--- src/verilog/dasr_pkg.sv ---
// constants and carrier types of the dual converter serial readout
package dasr_pkg;

	// ****************************************************************
	// frame timing in serial clock edges, result width and fifo depth
	// ****************************************************************
	localparam int unsigned FRAME_EDGES = 16;
	localparam int unsigned EXT_EDGES   = 32;
	localparam logic [5:0]  WORD_FALLS  = 6'h10;
	localparam logic [5:0]  LAST_RISE   = 6'h20;
	localparam logic [5:0]  TRACK_FALLS = 6'h0D;
	localparam logic [5:0]  PD_MIN      = 6'h02;
	localparam logic [5:0]  PD_MAX      = 6'h0A;
	localparam int unsigned RESULT_W    = 12;
	localparam int unsigned FIFO_DEPTH  = 16;

	// ****************************************************************
	// register map, byte addresses
	// ****************************************************************
	localparam logic [3:0] OFS_CTRL   = 4'h0;
	localparam logic [3:0] OFS_STATUS = 4'h4;
	localparam logic [3:0] OFS_LAST_A = 4'h8;
	localparam logic [3:0] OFS_LAST_B = 4'hC;

	localparam int unsigned CTRL_RANGE   = 0;
	localparam int unsigned CTRL_CHANNEL = 1;
	localparam logic [1:0]  CTRL_RESET   = 2'h0;

	localparam int unsigned ST_ACTIVE = 0;
	localparam int unsigned ST_HOLD   = 1;
	localparam int unsigned ST_PWR_LO = 2;
	localparam int unsigned ST_PWR_HI = 4;
	localparam int unsigned ST_EMPTY  = 5;
	localparam int unsigned ST_FALL_LO = 8;
	localparam int unsigned ST_FALL_HI = 13;
	localparam int unsigned ST_LVL_LO = 16;
	localparam int unsigned ST_LVL_HI = 20;

	// ****************************************************************
	// states
	// ****************************************************************
	typedef enum logic [2:0]
	{
		PWR_NORMAL  = 3'b001,
		PWR_PARTIAL = 3'b010,
		PWR_FULL    = 3'b100
	} dasr_pwr_t;

	typedef enum logic [2:0]
	{
		FRM_IDLE  = 3'b001,
		FRM_SHIFT = 3'b010,
		FRM_DONE  = 3'b100
	} dasr_frm_t;

	// ****************************************************************
	// carriers
	// ****************************************************************
	typedef struct packed
	{
		logic                zero;
		logic                range;
		logic                channel_flag;
		logic                conv_id;
		logic [RESULT_W-1:0] result;
	} dasr_word_t;

	typedef struct packed
	{
		logic [RESULT_W-1:0] res_a;
		logic [RESULT_W-1:0] res_b;
	} dasr_pair_t;

endpackage : dasr_pkg

--- src/verilog/dasr_top.sv ---
// serial conversion and readout logic with result fifo and register slave
//
// Implementation choices: register access over Avalon-MM and the register addresses.
`timescale 1ns/1ns

// ********************************************************************
// result fifo
// ********************************************************************
module dasr_fifo
#(
	parameter int unsigned WIDTH = 24,
	parameter int unsigned DEPTH = 16
)
(
	input  wire logic             core_clk,
	input  wire logic             reset_n,
	input  wire logic             in_valid,
	output logic                  in_ready,
	input  wire logic [WIDTH-1:0] in_data,
	output logic                  out_valid,
	input  wire logic             out_ready,
	output logic      [WIDTH-1:0] out_data,
	output logic      [4:0]       level
);
	localparam int unsigned AW = $clog2(DEPTH);
	localparam logic [AW:0] FULL_CNT = (AW+1)'(DEPTH);

	logic [WIDTH-1:0] mem_reg [DEPTH];
	logic [AW-1:0]    wr_ptr_reg;
	logic [AW-1:0]    rd_ptr_reg;
	logic [AW:0]      cnt_reg;
	logic [AW:0]      cnt_next;
	logic             ready_reg;
	logic             valid_reg;
	wire              push = in_valid & ready_reg;
	wire              pop  = out_ready & valid_reg;

	assign cnt_next  = cnt_reg + (AW+1)'(push) - (AW+1)'(pop);
	assign in_ready  = ready_reg;
	assign out_valid = valid_reg;
	assign out_data  = mem_reg[rd_ptr_reg];
	assign level     = 5'(cnt_reg);

	always_ff @(posedge core_clk)
	begin
		if (push)
			mem_reg[wr_ptr_reg] <= in_data;
	end

	always_ff @(posedge core_clk or negedge reset_n)
	begin
		if (!reset_n)
		begin
			wr_ptr_reg <= '0;
			rd_ptr_reg <= '0;
			cnt_reg    <= '0;
			ready_reg  <= 1'b0;
			valid_reg  <= 1'b0;
		end
		else
		begin
			wr_ptr_reg <= push ? wr_ptr_reg + 1'b1 : wr_ptr_reg;
			rd_ptr_reg <= pop ? rd_ptr_reg + 1'b1 : rd_ptr_reg;
			cnt_reg    <= cnt_next;
			ready_reg  <= cnt_next != FULL_CNT;
			valid_reg  <= cnt_next != '0;
		end
	end
endmodule : dasr_fifo

module dasr_top
#(
	parameter int unsigned FIFO_DEPTH = dasr_pkg::FIFO_DEPTH
)
(
	input  wire logic        core_clk,
	input  wire logic        reset_n,
	input  wire logic [3:0]  avs_address,
	input  wire logic        avs_read,
	input  wire logic        avs_write,
	input  wire logic [31:0] avs_writedata,
	input  wire logic [3:0]  avs_byteenable,
	output logic      [31:0] avs_readdata,
	output logic             avs_waitrequest,
	input  wire logic        sample_valid,
	output logic             sample_ready,
	input  wire logic [23:0] sample_data,
	input  wire logic        frame_sel_n,
	input  wire logic        serial_clk,
	output logic             serial_out_first,
	output logic             serial_out_first_oe,
	output logic             serial_out_second,
	output logic             serial_out_second_oe,
	output logic             hold_active,
	output logic      [2:0]  power_state
);
	// ****************************************************************
	// link synchronisers and edge detection
	// ****************************************************************
	logic cs_meta_reg;
	logic cs_sync_reg;
	logic cs_prev_reg;
	logic ck_meta_reg;
	logic ck_sync_reg;
	logic ck_prev_reg;

	always_ff @(posedge core_clk or negedge reset_n)
	begin
		if (!reset_n)
		begin
			cs_meta_reg <= 1'b1;
			cs_sync_reg <= 1'b1;
			cs_prev_reg <= 1'b1;
			ck_meta_reg <= 1'b0;
			ck_sync_reg <= 1'b0;
			ck_prev_reg <= 1'b0;
		end
		else
		begin
			cs_meta_reg <= frame_sel_n;
			cs_sync_reg <= cs_meta_reg;
			cs_prev_reg <= cs_sync_reg;
			ck_meta_reg <= serial_clk;
			ck_sync_reg <= ck_meta_reg;
			ck_prev_reg <= ck_sync_reg;
		end
	end

	wire cs_fall = cs_prev_reg & ~cs_sync_reg;
	wire cs_rise = ~cs_prev_reg & cs_sync_reg;
	wire ck_fall = ck_prev_reg & ~ck_sync_reg;
	wire ck_rise = ~ck_prev_reg & ck_sync_reg;

	// ****************************************************************
	// state declarations
	// ****************************************************************
	dasr_pkg::dasr_frm_t frm_reg;
	dasr_pkg::dasr_pwr_t pwr_reg;
	dasr_pkg::dasr_pwr_t pwr_next;
	logic [1:0]  ctrl_reg;
	logic        empty_flag_reg;
	logic [5:0]  fall_cnt_reg;
	logic [5:0]  rise_cnt_reg;
	logic [31:0] shift_a_reg;
	logic [31:0] shift_b_reg;
	logic        out_a_reg;
	logic        out_b_reg;
	logic        oe_reg;
	logic        hold_reg;
	logic        wake_reg;
	logic        busy_reg;
	logic [15:0] last_a_reg;
	logic [15:0] last_b_reg;
	logic        wait_reg;
	logic [31:0] rdata_reg;

	// ****************************************************************
	// result fifo in the sample path
	// ****************************************************************
	logic                 fifo_valid;
	logic                 fifo_pop;
	logic [4:0]           fifo_level;
	dasr_pkg::dasr_pair_t pair;

	dasr_fifo #(.WIDTH(24), .DEPTH(FIFO_DEPTH)) u_fifo
	(
		.core_clk  (core_clk),
		.reset_n   (reset_n),
		.in_valid  (sample_valid),
		.in_ready  (sample_ready),
		.in_data   (sample_data),
		.out_valid (fifo_valid),
		.out_ready (fifo_pop),
		.out_data  (pair),
		.level     (fifo_level)
	);

	// ****************************************************************
	// frame start decode and word build
	// ****************************************************************
	wire frm_idle   = frm_reg == dasr_pkg::FRM_IDLE;
	wire frm_open   = !frm_idle;
	wire powered    = pwr_reg == dasr_pkg::PWR_NORMAL;
	wire start      = cs_fall & frm_idle;
	wire have_data  = fifo_valid & powered;
	wire no_sample  = start & powered & ~fifo_valid;
	wire [5:0] fall_inc = fall_cnt_reg + 6'h01;
	wire [5:0] rise_inc = rise_cnt_reg + 6'h01;
	wire sh_fall    = ck_fall & (frm_reg == dasr_pkg::FRM_SHIFT);
	wire sh_rise    = ck_rise & (frm_reg == dasr_pkg::FRM_SHIFT);
	wire ext_end    = sh_rise & (rise_inc == dasr_pkg::LAST_RISE);
	wire pd_window  = (fall_cnt_reg >= dasr_pkg::PD_MIN) &
	                  (fall_cnt_reg < dasr_pkg::PD_MAX);
	wire wake_done  = fall_cnt_reg >= dasr_pkg::PD_MAX;
	wire abort      = cs_rise & frm_open;

	assign fifo_pop = start & have_data;

	dasr_pkg::dasr_word_t word_a;
	dasr_pkg::dasr_word_t word_b;

	assign word_a.zero         = 1'b0;
	assign word_a.range        = ctrl_reg[dasr_pkg::CTRL_RANGE];
	assign word_a.channel_flag = ctrl_reg[dasr_pkg::CTRL_CHANNEL];
	assign word_a.conv_id      = 1'b0;
	assign word_a.result       = have_data ? pair.res_a : '0;
	assign word_b.zero         = 1'b0;
	assign word_b.range        = ctrl_reg[dasr_pkg::CTRL_RANGE];
	assign word_b.channel_flag = ctrl_reg[dasr_pkg::CTRL_CHANNEL];
	assign word_b.conv_id      = 1'b1;
	assign word_b.result       = have_data ? pair.res_b : '0;

	// ****************************************************************
	// frame sequencer
	// ****************************************************************
	always_ff @(posedge core_clk or negedge reset_n)
	begin
		if (!reset_n)
			frm_reg <= dasr_pkg::FRM_IDLE;
		else
		begin
			case (frm_reg)
				dasr_pkg::FRM_IDLE:
					frm_reg <= start ? dasr_pkg::FRM_SHIFT : frm_reg;
				dasr_pkg::FRM_SHIFT:
					if (cs_rise)
						frm_reg <= dasr_pkg::FRM_IDLE;
					else if (ext_end)
						frm_reg <= dasr_pkg::FRM_DONE;
				dasr_pkg::FRM_DONE:
					frm_reg <= cs_rise ? dasr_pkg::FRM_IDLE : frm_reg;
				default:
					frm_reg <= dasr_pkg::FRM_IDLE;
			endcase
		end
	end

	// ****************************************************************
	// edge counters and shifters, paced by the serial clock
	// ****************************************************************
	always_ff @(posedge core_clk or negedge reset_n)
	begin
		if (!reset_n)
		begin
			fall_cnt_reg <= '0;
			rise_cnt_reg <= '0;
		end
		else if (start)
		begin
			fall_cnt_reg <= '0;
			rise_cnt_reg <= '0;
		end
		else
		begin
			fall_cnt_reg <= sh_fall ? fall_inc : fall_cnt_reg;
			rise_cnt_reg <= sh_rise ? rise_inc : rise_cnt_reg;
		end
	end

	always_ff @(posedge core_clk or negedge reset_n)
	begin
		if (!reset_n)
		begin
			shift_a_reg <= '0;
			shift_b_reg <= '0;
			out_a_reg   <= 1'b0;
			out_b_reg   <= 1'b0;
		end
		else if (start)
		begin
			shift_a_reg <= {word_a, word_b};
			shift_b_reg <= {word_b, word_a};
			out_a_reg   <= word_a.zero;
			out_b_reg   <= word_b.zero;
		end
		else if (sh_fall)
		begin
			shift_a_reg <= {shift_a_reg[30:0], 1'b0};
			shift_b_reg <= {shift_b_reg[30:0], 1'b0};
			out_a_reg   <= shift_a_reg[30];
			out_b_reg   <= shift_b_reg[30];
		end
	end

	// ****************************************************************
	// output enable, conversion busy, track and hold
	// ****************************************************************
	always_ff @(posedge core_clk or negedge reset_n)
	begin
		if (!reset_n)
			oe_reg <= 1'b0;
		else if (start)
			oe_reg <= 1'b1;
		else if (abort | ext_end)
			oe_reg <= 1'b0;
	end

	always_ff @(posedge core_clk or negedge reset_n)
	begin
		if (!reset_n)
			busy_reg <= 1'b0;
		else if (start)
			busy_reg <= 1'b1;
		else if (abort | (sh_fall & (fall_inc == dasr_pkg::WORD_FALLS)))
			busy_reg <= 1'b0;
	end

	always_ff @(posedge core_clk or negedge reset_n)
	begin
		if (!reset_n)
		begin
			hold_reg <= 1'b0;
			wake_reg <= 1'b0;
		end
		else if (start)
		begin
			hold_reg <= 1'b1;
			wake_reg <= !powered;
		end
		else if (abort)
		begin
			hold_reg <= pwr_next != dasr_pkg::PWR_NORMAL;
			wake_reg <= 1'b0;
		end
		else if (wake_reg & (sh_fall | sh_rise))
		begin
			hold_reg <= 1'b0;
			wake_reg <= 1'b0;
		end
		else if (sh_rise & (fall_cnt_reg >= dasr_pkg::TRACK_FALLS))
			hold_reg <= 1'b0;
	end

	// ****************************************************************
	// power mode
	// ****************************************************************
	always_comb
	begin
		pwr_next = pwr_reg;
		if (abort & pd_window)
		begin
			case (pwr_reg)
				dasr_pkg::PWR_NORMAL:  pwr_next = dasr_pkg::PWR_PARTIAL;
				dasr_pkg::PWR_PARTIAL: pwr_next = dasr_pkg::PWR_FULL;
				dasr_pkg::PWR_FULL:    pwr_next = dasr_pkg::PWR_FULL;
				default:               pwr_next = dasr_pkg::PWR_NORMAL;
			endcase
		end
		else if (abort & wake_done)
			pwr_next = dasr_pkg::PWR_NORMAL;
	end

	always_ff @(posedge core_clk or negedge reset_n)
	begin
		if (!reset_n)
			pwr_reg <= dasr_pkg::PWR_NORMAL;
		else
			pwr_reg <= pwr_next;
	end

	// ****************************************************************
	// register slave
	// ****************************************************************
	wire        req      = avs_read | avs_write;
	wire        wr_take  = avs_write & ~wait_reg;
	wire        sel_ctrl = avs_address == dasr_pkg::OFS_CTRL;
	wire        sel_stat = avs_address == dasr_pkg::OFS_STATUS;
	wire        sel_la   = avs_address == dasr_pkg::OFS_LAST_A;
	wire        sel_lb   = avs_address == dasr_pkg::OFS_LAST_B;
	wire        clr_empty = wr_take & sel_stat & avs_byteenable[0] &
	                        avs_writedata[dasr_pkg::ST_EMPTY];
	logic [31:0] status_word;
	wire [31:0] rd_mux =
		sel_ctrl ? {30'h0, ctrl_reg} :
		sel_stat ? status_word :
		sel_la   ? {16'h0, last_a_reg} :
		sel_lb   ? {16'h0, last_b_reg} : 32'h0;

	always_comb
	begin
		status_word = '0;
		status_word[dasr_pkg::ST_ACTIVE] = busy_reg;
		status_word[dasr_pkg::ST_HOLD]   = hold_reg;
		status_word[dasr_pkg::ST_PWR_HI:dasr_pkg::ST_PWR_LO] = pwr_reg;
		status_word[dasr_pkg::ST_EMPTY]  = empty_flag_reg;
		status_word[dasr_pkg::ST_FALL_HI:dasr_pkg::ST_FALL_LO] = fall_cnt_reg;
		status_word[dasr_pkg::ST_LVL_HI:dasr_pkg::ST_LVL_LO] = fifo_level;
	end

	always_ff @(posedge core_clk or negedge reset_n)
	begin
		if (!reset_n)
		begin
			wait_reg  <= 1'b1;
			rdata_reg <= '0;
		end
		else
		begin
			wait_reg  <= ~(req & wait_reg);
			rdata_reg <= (avs_read & wait_reg) ? rd_mux : rdata_reg;
		end
	end

	always_ff @(posedge core_clk or negedge reset_n)
	begin
		if (!reset_n)
			ctrl_reg <= dasr_pkg::CTRL_RESET;
		else if (wr_take & sel_ctrl & avs_byteenable[0])
			ctrl_reg <= avs_writedata[1:0];
	end

	always_ff @(posedge core_clk or negedge reset_n)
	begin
		if (!reset_n)
			empty_flag_reg <= 1'b0;
		else
			empty_flag_reg <= no_sample | (empty_flag_reg & ~clr_empty);
	end

	always_ff @(posedge core_clk or negedge reset_n)
	begin
		if (!reset_n)
		begin
			last_a_reg <= '0;
			last_b_reg <= '0;
		end
		else if (start)
		begin
			last_a_reg <= word_a;
			last_b_reg <= word_b;
		end
	end

	// ****************************************************************
	// outputs
	// ****************************************************************
	assign avs_readdata         = rdata_reg;
	assign avs_waitrequest      = wait_reg;
	assign serial_out_first     = out_a_reg;
	assign serial_out_second    = out_b_reg;
	assign serial_out_first_oe  = oe_reg;
	assign serial_out_second_oe = oe_reg;
	assign hold_active          = hold_reg;
	assign power_state          = pwr_reg;
endmodule : dasr_top

--- config.mk ---
export PLATFORM = sky130hd
export DESIGN_NAME = dasr_top
export DESIGN_NICKNAME = d
export VERILOG_FILES = /design/src/verilog/dasr_pkg.sv /design/src/verilog/dasr_top.sv
export SDC_FILE = /design/constraint.sdc
export NUM_CORES = 1
export LEC_CHECK = 0
export BUFFER_PORTS_ARGS = -buffer_cell sky130_fd_sc_hd__buf_2
export CORE_ASPECT_RATIO = 1.5
export CORE_MARGIN = 2
export CORE_UTILIZATION = 65
export DETAILED_ROUTE_END_ITERATION = 7
export PLACE_DENSITY_LB_ADDON = 0.2
export SYNTH_ARGS = -nofsm -noshare
export SYNTH_HDL_FRONTEND = slang
export SYNTH_SLANG_ARGS = --single-unit
export TNS_END_PERCENT = 30
--- constraint.sdc ---
create_clock -name core_clk -period 5.3 [get_ports core_clk]
set_clock_uncertainty 0.15 [all_clocks]
set_input_delay 0 -clock core_clk [delete_from_list [all_inputs] [get_ports core_clk]]
set_output_delay 0 -clock core_clk [all_outputs]
set_load 0.05 [all_outputs]
Word level (Yosys, flattened, before mapping)
Memory sizes are Yosys's and may differ from the RTL's.
Index checks and enable logic that the tools add are counted.

word-level totals
  register bits after elaboration = 172
  memory bits (writable) = 384
  word-level logic and storage cells = 150
  memories = 1

cells by class
  $add $sub $neg = 6
  magnitude comparators = 4
  eq/ne operators = 16
  mux-type cells = 39
  bitwise gates (word level) = 43
  reduce and logical (&&, ||, !) cells = 12

memory list
  memory          words  width  read ports  clocked after Yosys merged registers in  write ports  line            RTL
  u_fifo.mem_reg  16     24     1           0                                        1            dasr_top.sv:28  logic [WIDTH-1:0] mem_reg [DEPTH];

operator list
  kind                                                                                 count
  31-bit 2-to-1 mux                                                                    4
  21-bit 2-to-1 mux                                                                    2
  1-bit bitwise AND                                                                    30
  15-bit 2-to-1 mux                                                                    2
  12-bit 2-to-1 mux                                                                    2
  6-bit 2-to-1 mux                                                                     4
  3-bit 2-to-1 mux                                                                     6
  1-bit 2-to-1 mux                                                                     17
  6-bit by 1-bit adder with 6-bit output, second input constant                        2
  6-bit by 4-bit greater-or-equal comparator with 1-bit output, second input constant  2
  3-bit case mux with 3 select lines                                                   1
  4-bit by 1-bit adder with 4-bit output, second input constant                        2
  4-bit == test, second input constant                                                 2
  1-bit inverter                                                                       8
  2-bit nonzero test                                                                   4
  3-bit by 1-bit == test with 1-bit output, second input constant                      2
  3-bit by 2-bit == test with 1-bit output, second input constant                      2
  3-bit == test, second input constant                                                 2
  6-bit by 5-bit == test with 1-bit output, second input constant                      1
  6-bit == test, second input constant                                                 1
  6-bit by 2-bit greater-or-equal comparator with 1-bit output, second input constant  1
  6-bit by 4-bit less-than comparator with 1-bit output, second input constant         1
  3-bit case mux with 2 select lines                                                   1
  5-bit by 1-bit adder with 5-bit output                                               1
  15 further kinds                                                                     20

Depth between registers and ports, before layout
Gate-level depths: netlist of the first run.

  depth after elaboration = 9
  mapped depth = 13

By module
From an unflattened synthesis of the first run, not the netlist that was laid out.

second synthesis, totals
  cells, all modules = 1213
  area, all modules = 21569.4 um^2

modules (own cells, without submodules)
  module     times used  cells an instance  area each (um^2)
  dasr_fifo  1           677                15359.7
  dasr_top   1           536                6209.7

Worst setup path after synthesis of the first run
OpenSTA, ideal clock, no wires.

  kind = register to register
  from = reg pwr_reg[2], in the netlist power_state[2]
  to = reg u_fifo.valid_reg, in the netlist u_fifo.out_valid
  data arrival time = 2812 ps
  required time = 5019 ps
  setup slack = 2207 ps
  stages on the path, launching flop included = 14
  buffers on the path = 1
  cells stage by stage = dfrtp_1 -> nand2b_1 -> nor2_2 -> nand3_4 -> clkbuf_8 -> inv_2 -> ha_1 -> inv_1 -> ha_1 -> fa_1 -> a21o_1 -> a21oi_1 -> xnor2_1 -> nand2b_1

between the ends
  cells in the longest elaborated chain, start to end = 6

ends and longest elaborated chain
  element                                      line             RTL
  start, declared                              dasr_top.sv:138  dasr_pkg::dasr_pwr_t pwr_reg;
  start signal, assigned                       dasr_top.sv:356  pwr_reg <= dasr_pkg::PWR_NORMAL;
  start signal, assigned                       dasr_top.sv:358  pwr_reg <= pwr_next;
  3-bit by 1-bit == test with 1-bit output     dasr_top.sv:183  wire powered = pwr_reg == dasr_pkg::PWR_NORMAL;
  1-bit bitwise AND                            dasr_top.sv:185  wire have_data = fifo_valid & powered;
  1-bit bitwise AND                            dasr_top.sv:197  assign fifo_pop = start & have_data;
  1-bit bitwise AND                            dasr_top.sv:36   wire pop = out_ready & valid_reg;
  named net u_fifo.pop                         dasr_top.sv:36
  5-bit by 1-bit subtractor with 5-bit output  dasr_top.sv:38   assign cnt_next = cnt_reg + (AW+1)'(push) - (AW+1)'(pop);
  named net u_fifo.cnt_next[4]                 dasr_top.sv:32   logic [AW:0] cnt_next;
  5-bit nonzero test                           dasr_top.sv:66   valid_reg <= cnt_next != '0;
  end signal, assigned                         dasr_top.sv:58   valid_reg <= 1'b0;
  end signal, assigned                         dasr_top.sv:66
  end, declared                                dasr_top.sv:34   logic valid_reg;

The timed path passes the listed nets, and every way through them passes these cells.
A chain may end at the register's enable or synchronous reset.

Worst setup path after layout of the first run
  from = reg pwr_reg[0], in the netlist power_state[0]
  to = reg u_fifo.valid_reg, in the netlist u_fifo.out_valid

Same word-level chain as after synthesis.

==> results of run 1 <==
## how the worst min path moves through the flow
stage | start | endpoint | slack (ps) | cells past startpoint
after floorplan | reset_n | avs_readdata[0] | -450 | 0
after global placement | frame_sel_n | cs_meta_reg | -40 | 1
after detailed placement | serial_clk | ck_meta_reg | -40 | 1
after CTS | sample_valid | u_fifo.wr_ptr_reg[0] | 160 | 4
after global routing | sample_data[13] | u_fifo.mem_reg[14][13] | 200 | 2
final | sample_data[8] | u_fifo.mem_reg[14][8] | 190 | 2
## layout by cell type (no fill, tap or decap), types with 27 or more instances in the layout
cell type / n
clkbuf_16: 48
edfxtp_1: 384
a21o_1: 27
nand2_1: 67
o21ai_0: 36
buf_4: 28
buf_2: 67
mux2i_1: 37
dlygate4sd3_1: 48
nor2_1: 56
mux4_2: 95
dfrtp_1: 148
## layout make-up
type / instances / area share [%]
Sequential cell: 542 / 63.6
Multi-Input combinational cell: 610 / 23.8
Clock buffer: 65 / 5.32
Timing Repair Buffer: 145 / 4.37
Tap cell: 420 / 2.16
Clock inverter: 20 / 0.523
Inverter: 13 / 0.200
## layer usage
layer	track usage, %	routed length [um]	vias to the layer above
met5	0	0	-
met4	11.6	1970	0
met3	3.43	2320	106
met2	44.4	23200	397
met1	35.0	17200	6041
li1	-	-	5092
## cells in the mapped netlist, types with 13 or more instances
library cell	instances	share of area (%)
edfxtp_1	384	53
dfrtp_1	152	17
mux4_2	95	9.8
nand2_1	67	1.1
nor2_1	57	0.98
mux2i_1	37	1.7
o21ai_0	36	0.82
a21o_1	27	0.93
a221o_1	25	1.1
o22a_1	24	0.96
buf_2	20	0.46
buf_4	18	0.62
clkbuf_1	18	0.31
ha_1	17	0.97
nor2b_1	15	0.43
a211oi_2	14	0.80
a22o_1	14	0.56
a211oi_1	13	0.45
nand3_1	13	0.30
## through the flow
step	setup slack [ps]	cells	hold WS, ps	utilization, %
after global routing	1750	1815	197	73.1
after global placement	2000	1681	-38.5	67.3
final	1960	1815	189	73.1
after floorplan	2210	1244	-446	-
after detailed placement	1960	1681	-40.6	67.3
after CTS	1900	1815	161	73.1
## power by group through the flow
stage / registers [mW] / clock network, mW / logic (mW)
4_1_cts: 5.18 / 3.25 / 1.03
3_3_place_gp: 5.23 / 0 / 0.961
5_1_grt: 5.21 / 3.41 / 1.11
6_report: 5.18 / 3.20 / 1.01
3_5_place_dp: 5.26 / 0 / 0.988
2_1_floorplan: 5.25 / 0 / 0.613
## worst max-delay path: cells and delay by family (launching register included)
kind / cells / cell delay (ps)
AO/OA/AOI/OAI: 2 / 350
AND/OR/NAND/NOR: 4 / 960
flip-flops: 1 / 600
buffers and inverters: 2 / 260
XOR/XNOR: 1 / 120
adder cells (fa/ha/maj): 3 / 780
## cell families (layout without fill, tap and decap cells)
| family | Yosys count | count (layout) | share of synthesized area [%] |
|---|---|---|---|
| and+or+nand+nor | 215 | 215 | 4.99 |
| other | 1 | 12 | 0.0171 |
| buffers and inverters | 92 | 243 | 2.89 |
| xor gates and xnor gates | 17 | 17 | 0.680 |
| AOI/OAI and AO/OA | 202 | 202 | 7.21 |
| muxes | 146 | 146 | 12.4 |
| adders and majority gates | 18 | 18 | 1.06 |
| DFF | 542 | 542 | 70.8 |
==> impl_metrics.json, run 1 <==
{
  "outcome": "complete, no violations",
  "comb_power_share_pct": 10.8,
  "fillCellCount": 1988,
  "ys_ff_latch": 542,
  "vias": 11600,
  "p_switching_mw": 2.26,
  "antenna_cells": 0,
  "min_path_type": "in -> reg",
  "grt_use_total_pct": 26.3,
  "io_buffers": 68,
  "intPower_mw": 7.13,
  "cp-endpoint": "u_fifo.out_valid",
  "antenna_found_initial": 0,
  "rows": 82,
  "cts_num_sinks": 542,
  "rr_startpoint": "power_state[0]",
  "ys_types": 70,
  "synth-seq-area-share_pct": 70.8,
  "cts_buffers": 48,
  "fmaxAchievable_mhz": 300,
  "die_h_um": 229,
  "r2r-end": "u_fifo.out_valid",
  "dpl_cell_area_um2": 22500,
  "regArea_um2": 15500,
  "yosys_warnings": 0,
  "vias_per_cell": 6.41,
  "final-setup-viol-count": 0,
  "largest_register_ff_count": 384,
  "fin_area_um2": 24400,
  "synthesis.instances": 1233,
  "cellLeakagePower_nw": 8.91,
  "critPathLaunch": "power_state[0]",
  "critPathMaxFanout": 16,
  "finalHoldViolations": 0,
  "grt_max_degree": 86,
  "tightest_slew_ps": 1020,
  "overflow": 0,
  "crit_path_start_kind": "flop",
  "p_per_area_nw_per_um2": 385,
  "remaining_drc_errors": 0,
  "hpwl_mm": 24.8,
  "grt_pass1_wl_mm": 69.4,
  "crit_arrival_ps": 3620,
  "die_w_um": 154,
  "grt_pass1_vias": 11800,
  "synth_area_um2": 21900,
  "fin_crit_ps": 3340,
  "r2r_slack_ps": 1960,
  "htree_levels": 2,
  "tns_ps": 0,
  "dieArea_um2": 35200,
  "drive_above_1_share_pct": 21.9,
  "area_growth_pct": 11.4,
  "nets": 1449,
  "yosys_most_used_dff": "edfxtp_1",
  "critical-path-max-stage-delay_ps": 600,
  "dr.pass1.iters": 5,
  "drv_cap": 0,
  "slowest_stage": "dfstp_2",
  "ctsHoldBuffers": 49,
  "drt_iter0_markers": 1057,
  "fin_crit_sh_pct": 63.0,
  "post_cts_buffers": 0,
  "rsz0062_at_grt": "false",
  "path_cells": "nand2b_1 > nor2_2 > nand3_4 > inv_2 > ha_1 > inv_1 > ha_1 > fa_1 > a21o_1 > a21oi_1 > xnor2_1 > nand2b_1",
  "synth_edf_count": 384,
  "clock_power_share_pct": 34.0,
  "maxSlewViolCount": 0,
  "cts_root_buffer": "clkbuf_16",
  "clkSlewWorstSetupHoldPaths_ps": 60,
  "coreArea_um2": 33300,
  "async_reset_ff_share_pct": 29.2,
  "syn_area_per_cell_um2": 17.8,
  "start_util_pct": 65.7,
  "power_mw": 9.39,
  "gp_congestion": 0.788,
  "slew_headroom_pct": 32.1,
  "setup.worst_path.end_class": "flop",
  "clk_latency_ps": 570,
  "rr_worst_depth": 12,
  "irDropWorstVdd_v": 0.000286,
  "seqPwrFrac_pct": 55.2,
  "worstSetupPathType": "reg -> reg",
  "wl_per_cell_um": 24.7,
  "cts_tree": "yes",
  "p_sw_share_pct": 24.0,
  "drt_wl_total_mm": 44.8,
  "multi_input_area_um2": 5810,
  "ant_nets": 0,
  "cp.required_ps": 5590,
  "max-clock-path-buffers": 3,
  "cts.repair.resized": 0,
  "ios": 113
}
Note: power is estimated with default switching activity, not from simulation.
==> run 2, diff against run 1 <==
- ABC_AREA: not set -> 1
- CORE_UTILIZATION: 65 -> 55
- clock period: 5.3 -> 2.9 ns (I/O delays scaled with it)
==> run 2 against run 1 <==
Compared with the run above:
- sequential power up 97%
- register-to-register slack got worse by 1800 ps
- first-iteration DRC count grew 44%
- combinational power rose to 4.9 times the previous value
- clock-buffer cell count up 4
- worst setup slack worse by 1800 ps
- global-route usage shrank 0.46 points
- sequential share of layout area decreased by 3.8 points
- final cell count up 54%
- non-clock buffer count up 22
- worst hold slack worse by 60 ps
==> impl_metrics.json, run 2 <==
{
  "outcome": "complete, no violations",
  "synth_edf_count": 384,
  "multi_input_area_um2": 6110,
  "synthesis.instances": 2129,
  "antenna_found_initial": 1,
  "rr_startpoint": "frm_reg[0]",
  "p_switching_mw": 6.74,
  "comb_power_share_pct": 23.2,
  "cts_root_buffer": "clkbuf_16",
  "final_util_pct": 63.2,
  "yosys.area_share.xor_xnor_pct": 0.539,
  "area_growth_pct": 13.8,
  "io_buffers": 68,
  "cts_buffers": 49,
  "fmaxAchievable_mhz": 364,
  "yosys_most_used_dff": "edfxtp_1",
  "yosys.cell_count.top_type": "nand2_1",
  "seqPwrFrac_pct": 47.7,
  "clkSlewWorstSetupHoldPaths_ps": 60,
  "die_h_um": 253,
  "synth-adder-area-share_pct": 1.02,
  "setup.worst_path.end_class": "flop",
  "dp_slack_ps": 94.9,
  "vias_per_cell": 5.61,
  "drive_above_1_share_pct": 10.2,
  "final-setup-viol-count": 0,
  "yosys-top-cells-count": "531 x nand2_1, 384 x edfxtp_1, 201 x nor2_1",
  "ant_nets": 0,
  "vias": 15700,
  "start_util_pct": 55.5,
  "muxShareOfSynthArea_pct": 0,
  "cellLeakagePower_nw": 10.6,
  "critPathLaunch": "frm_reg[0]",
  "ys_ff_latch": 542,
  "r2r-end": "u_fifo.in_ready",
  "drt_iter0_markers": 1527,
  "mostFrequentLayoutCells": "531 x nand2_1, 384 x edfxtp_1, 186 x inv_1",
  "ios": 113,
  "synthSimpleGateAreaFrac_pct": 16.0,
  "rr_worst_depth": 14,
  "drt_wl_total_mm": 54.8,
  "min_path_type": "in -> reg",
  "finalHoldViolations": 0,
  "p_sw_share_pct": 31.7,
  "synth_compound_area_share_pct": 8.35,
  "fin_crit_ps": 2740,
  "coreArea_um2": 41000,
  "final_common_cell": "nand2_1",
  "cts_num_sinks": 542,
  "worstSetupPathType": "reg -> reg",
  "synth_top_family_by_area": "simple AND/OR/NAND/NOR gates",
  "maxSlewViolCount": 0,
  "grt_use_total_pct": 25.9,
  "grt_pass1_vias": 15500,
  "worst_slack_ps": 156,
  "cp-endpoint": "u_fifo.in_ready",
  "irDropWorstVdd_v": 0.000493,
  "regArea_um2": 15500,
  "clk_latency_ps": 580,
  "fin_crit_sh_pct": 94.6,
  "overflow": 0,
  "grt_pass1_wl_mm": 84.6,
  "p_per_area_nw_per_um2": 821,
  "r2r_slack_ps": 160,
  "fillCellCount": 3205,
  "wl_per_cell_um": 19.7,
  "synth_area_leaders": "edfxtp_1 51%, dfrtp_1 17%, nand2_1 8.8%",
  "hold_path.startpoint": "sample_valid",
  "slew_headroom_pct": 36.0,
  "critPathMaxFanout": 3,
  "grt_max_degree": 131,
  "nets": 2324,
  "path_cells": "nand3_4 > nor3_2 > buf_4 > nand3_4 > clkinv_4 > ha_4 > inv_2 > ha_4 > fa_2 > a21oi_2 > nor2_1 > nor2_1 > xor2_1 > nand3_1",
  "synth.largest_area_cell": "edfxtp_1",
  "cts_tree": "yes",
  "ys_types": 40,
  "die_w_um": 170,
  "dieArea_um2": 43100,
  "netlist.area_leader.share_pct": 50.6,
  "synth_area_um2": 22800,
  "crit_path_start_kind": "flop",
  "yosys_warnings": 0,
  "intPower_mw": 14.5,
  "max-clock-path-buffers": 3,
  "gp_congestion": 0.871,
  "hpwl_mm": 30.8,
  "cp.required_ps": 3190,
  "crit_arrival_ps": 3030,
  "dr.pass1.iters": 5,
  "synth-seq-area-share_pct": 68.0,
  "tightest_slew_ps": 959,
  "critical-path-max-stage-delay_ps": 560,
  "largest_register_ff_count": 384,
  "remaining_drc_errors": 0,
  "slowest_stage": "dfstp_2",
  "drv_cap": 0,
  "rows": 91,
  "clock_power_share_pct": 29.1,
  "syn_area_per_cell_um2": 10.7,
  "async_reset_ff_share_pct": 29.2,
  "htree_levels": 2
}
run 2: changes by cell type after synthesis, moves of 25 or more:
| cell | delta |
|---|---|
| a21o_1 | -25 |
| nand2_1 | +464 |
| clkbuf_1 | +29 |
| o21ai_0 | +138 |
| buf_2 | +25 |
| a221o_1 | -25 |
| nand3_1 | +133 |
| mux2i_1 | -37 |
| a21oi_1 | +50 |
| mux4_2 | -95 |
| inv_1 | +179 |
| nor2_1 | +144 |
| o211ai_1 | +58 |
run 2: kinds of logic (layout without fill, tap and decap cells):
| group | Yosys count | in the layout |
|---|---|---|
| buf+inv | 321 | 457 |
| compound gates | 335 | 335 |
| simple gates | 898 | 898 |
| other cells | 1 | 13 |
| fa+ha+maj | 18 | 18 |
| flops | 542 | 542 |
| xor+xnor | 14 | 14 |
run 2: per-stage QoR:
| step | setup TNS [ps] | power [mW] | std cells | cell area, um2 | hold WS (ps) |
|---|---|---|---|---|---|
| after floorplan | 0 | 13.5 | 2140 | 22800 | -446 |
| after global placement | 0 | 14.9 | 2640 | 23800 | -92.7 |
| after detailed placement | 0 | 15.1 | 2640 | 23800 | -92.8 |
| after CTS | 0 | 21.3 | 2785 | 25900 | 109 |
| after global routing | -69.9 | 22.4 | 2788 | 25900 | 179 |
| final | 0 | 21.3 | 2788 | 25900 | 129 |
run 2: final cells by class:
type	count	share of cell area (%)
sequential	542	59.8
multi-input combinational	1277	23.6
clock buffer	69	5.34
timing repair buffer	167	5.32
inverter	198	2.90
tap	511	2.47
clock inverter	23	0.546
antenna	1	0.00966
run 2: worst min path at each step:
stage / end / slack (ps) / cells past startpoint
2_1_floorplan: avs_readdata[0] / -450 / 0
6_report: u_fifo.wr_ptr_reg[0] / 130 / 4
3_3_place_gp: avs_readdata[0] / -90 / 1
5_1_grt: u_fifo.wr_ptr_reg[0] / 180 / 4
3_5_place_dp: avs_readdata[1] / -90 / 1
4_1_cts: u_fifo.wr_ptr_reg[0] / 110 / 4
run 2: power groups by stage:
stage | registers (mW) | logic [mW] | clock network, mW
after floorplan | 10.3 | 3.17 | 0
after detailed placement | 10.3 | 4.79 | 0
final | 10.2 | 4.93 | 6.20
after global routing | 10.3 | 5.53 | 6.61
after global placement | 10.3 | 4.64 | 0
after CTS | 10.1 | 4.88 | 6.28
run 2: critical path: cells and delay by family, from the launching register on:
family | cells | cell delay [ps]
adders and majority gates | 3 | 630
xor gates and xnor gates | 1 | 210
AOI/OAI and AO/OA | 1 | 150
DFF | 1 | 560
buffers and inverters | 3 | 290
and+or+nand+nor | 6 | 620
run 2: layer usage:
metal  share of wire (%)  track usage (%)  vias to the layer above
met3                 5.0             3.11                      170
li1                    -                -                     7358
met5                   0                0                        -
met1                  38             30.5                     7625
met4                 4.5             12.1                        0
met2                  53             46.9                      498
run 2: repair_timing:
action,CTS,global route
gates resized for setup,0,7
buffers inserted,0,2
hold endpoints to repair,574,0
endpoints found under the setup margin,0,3
hold buffers,53,0
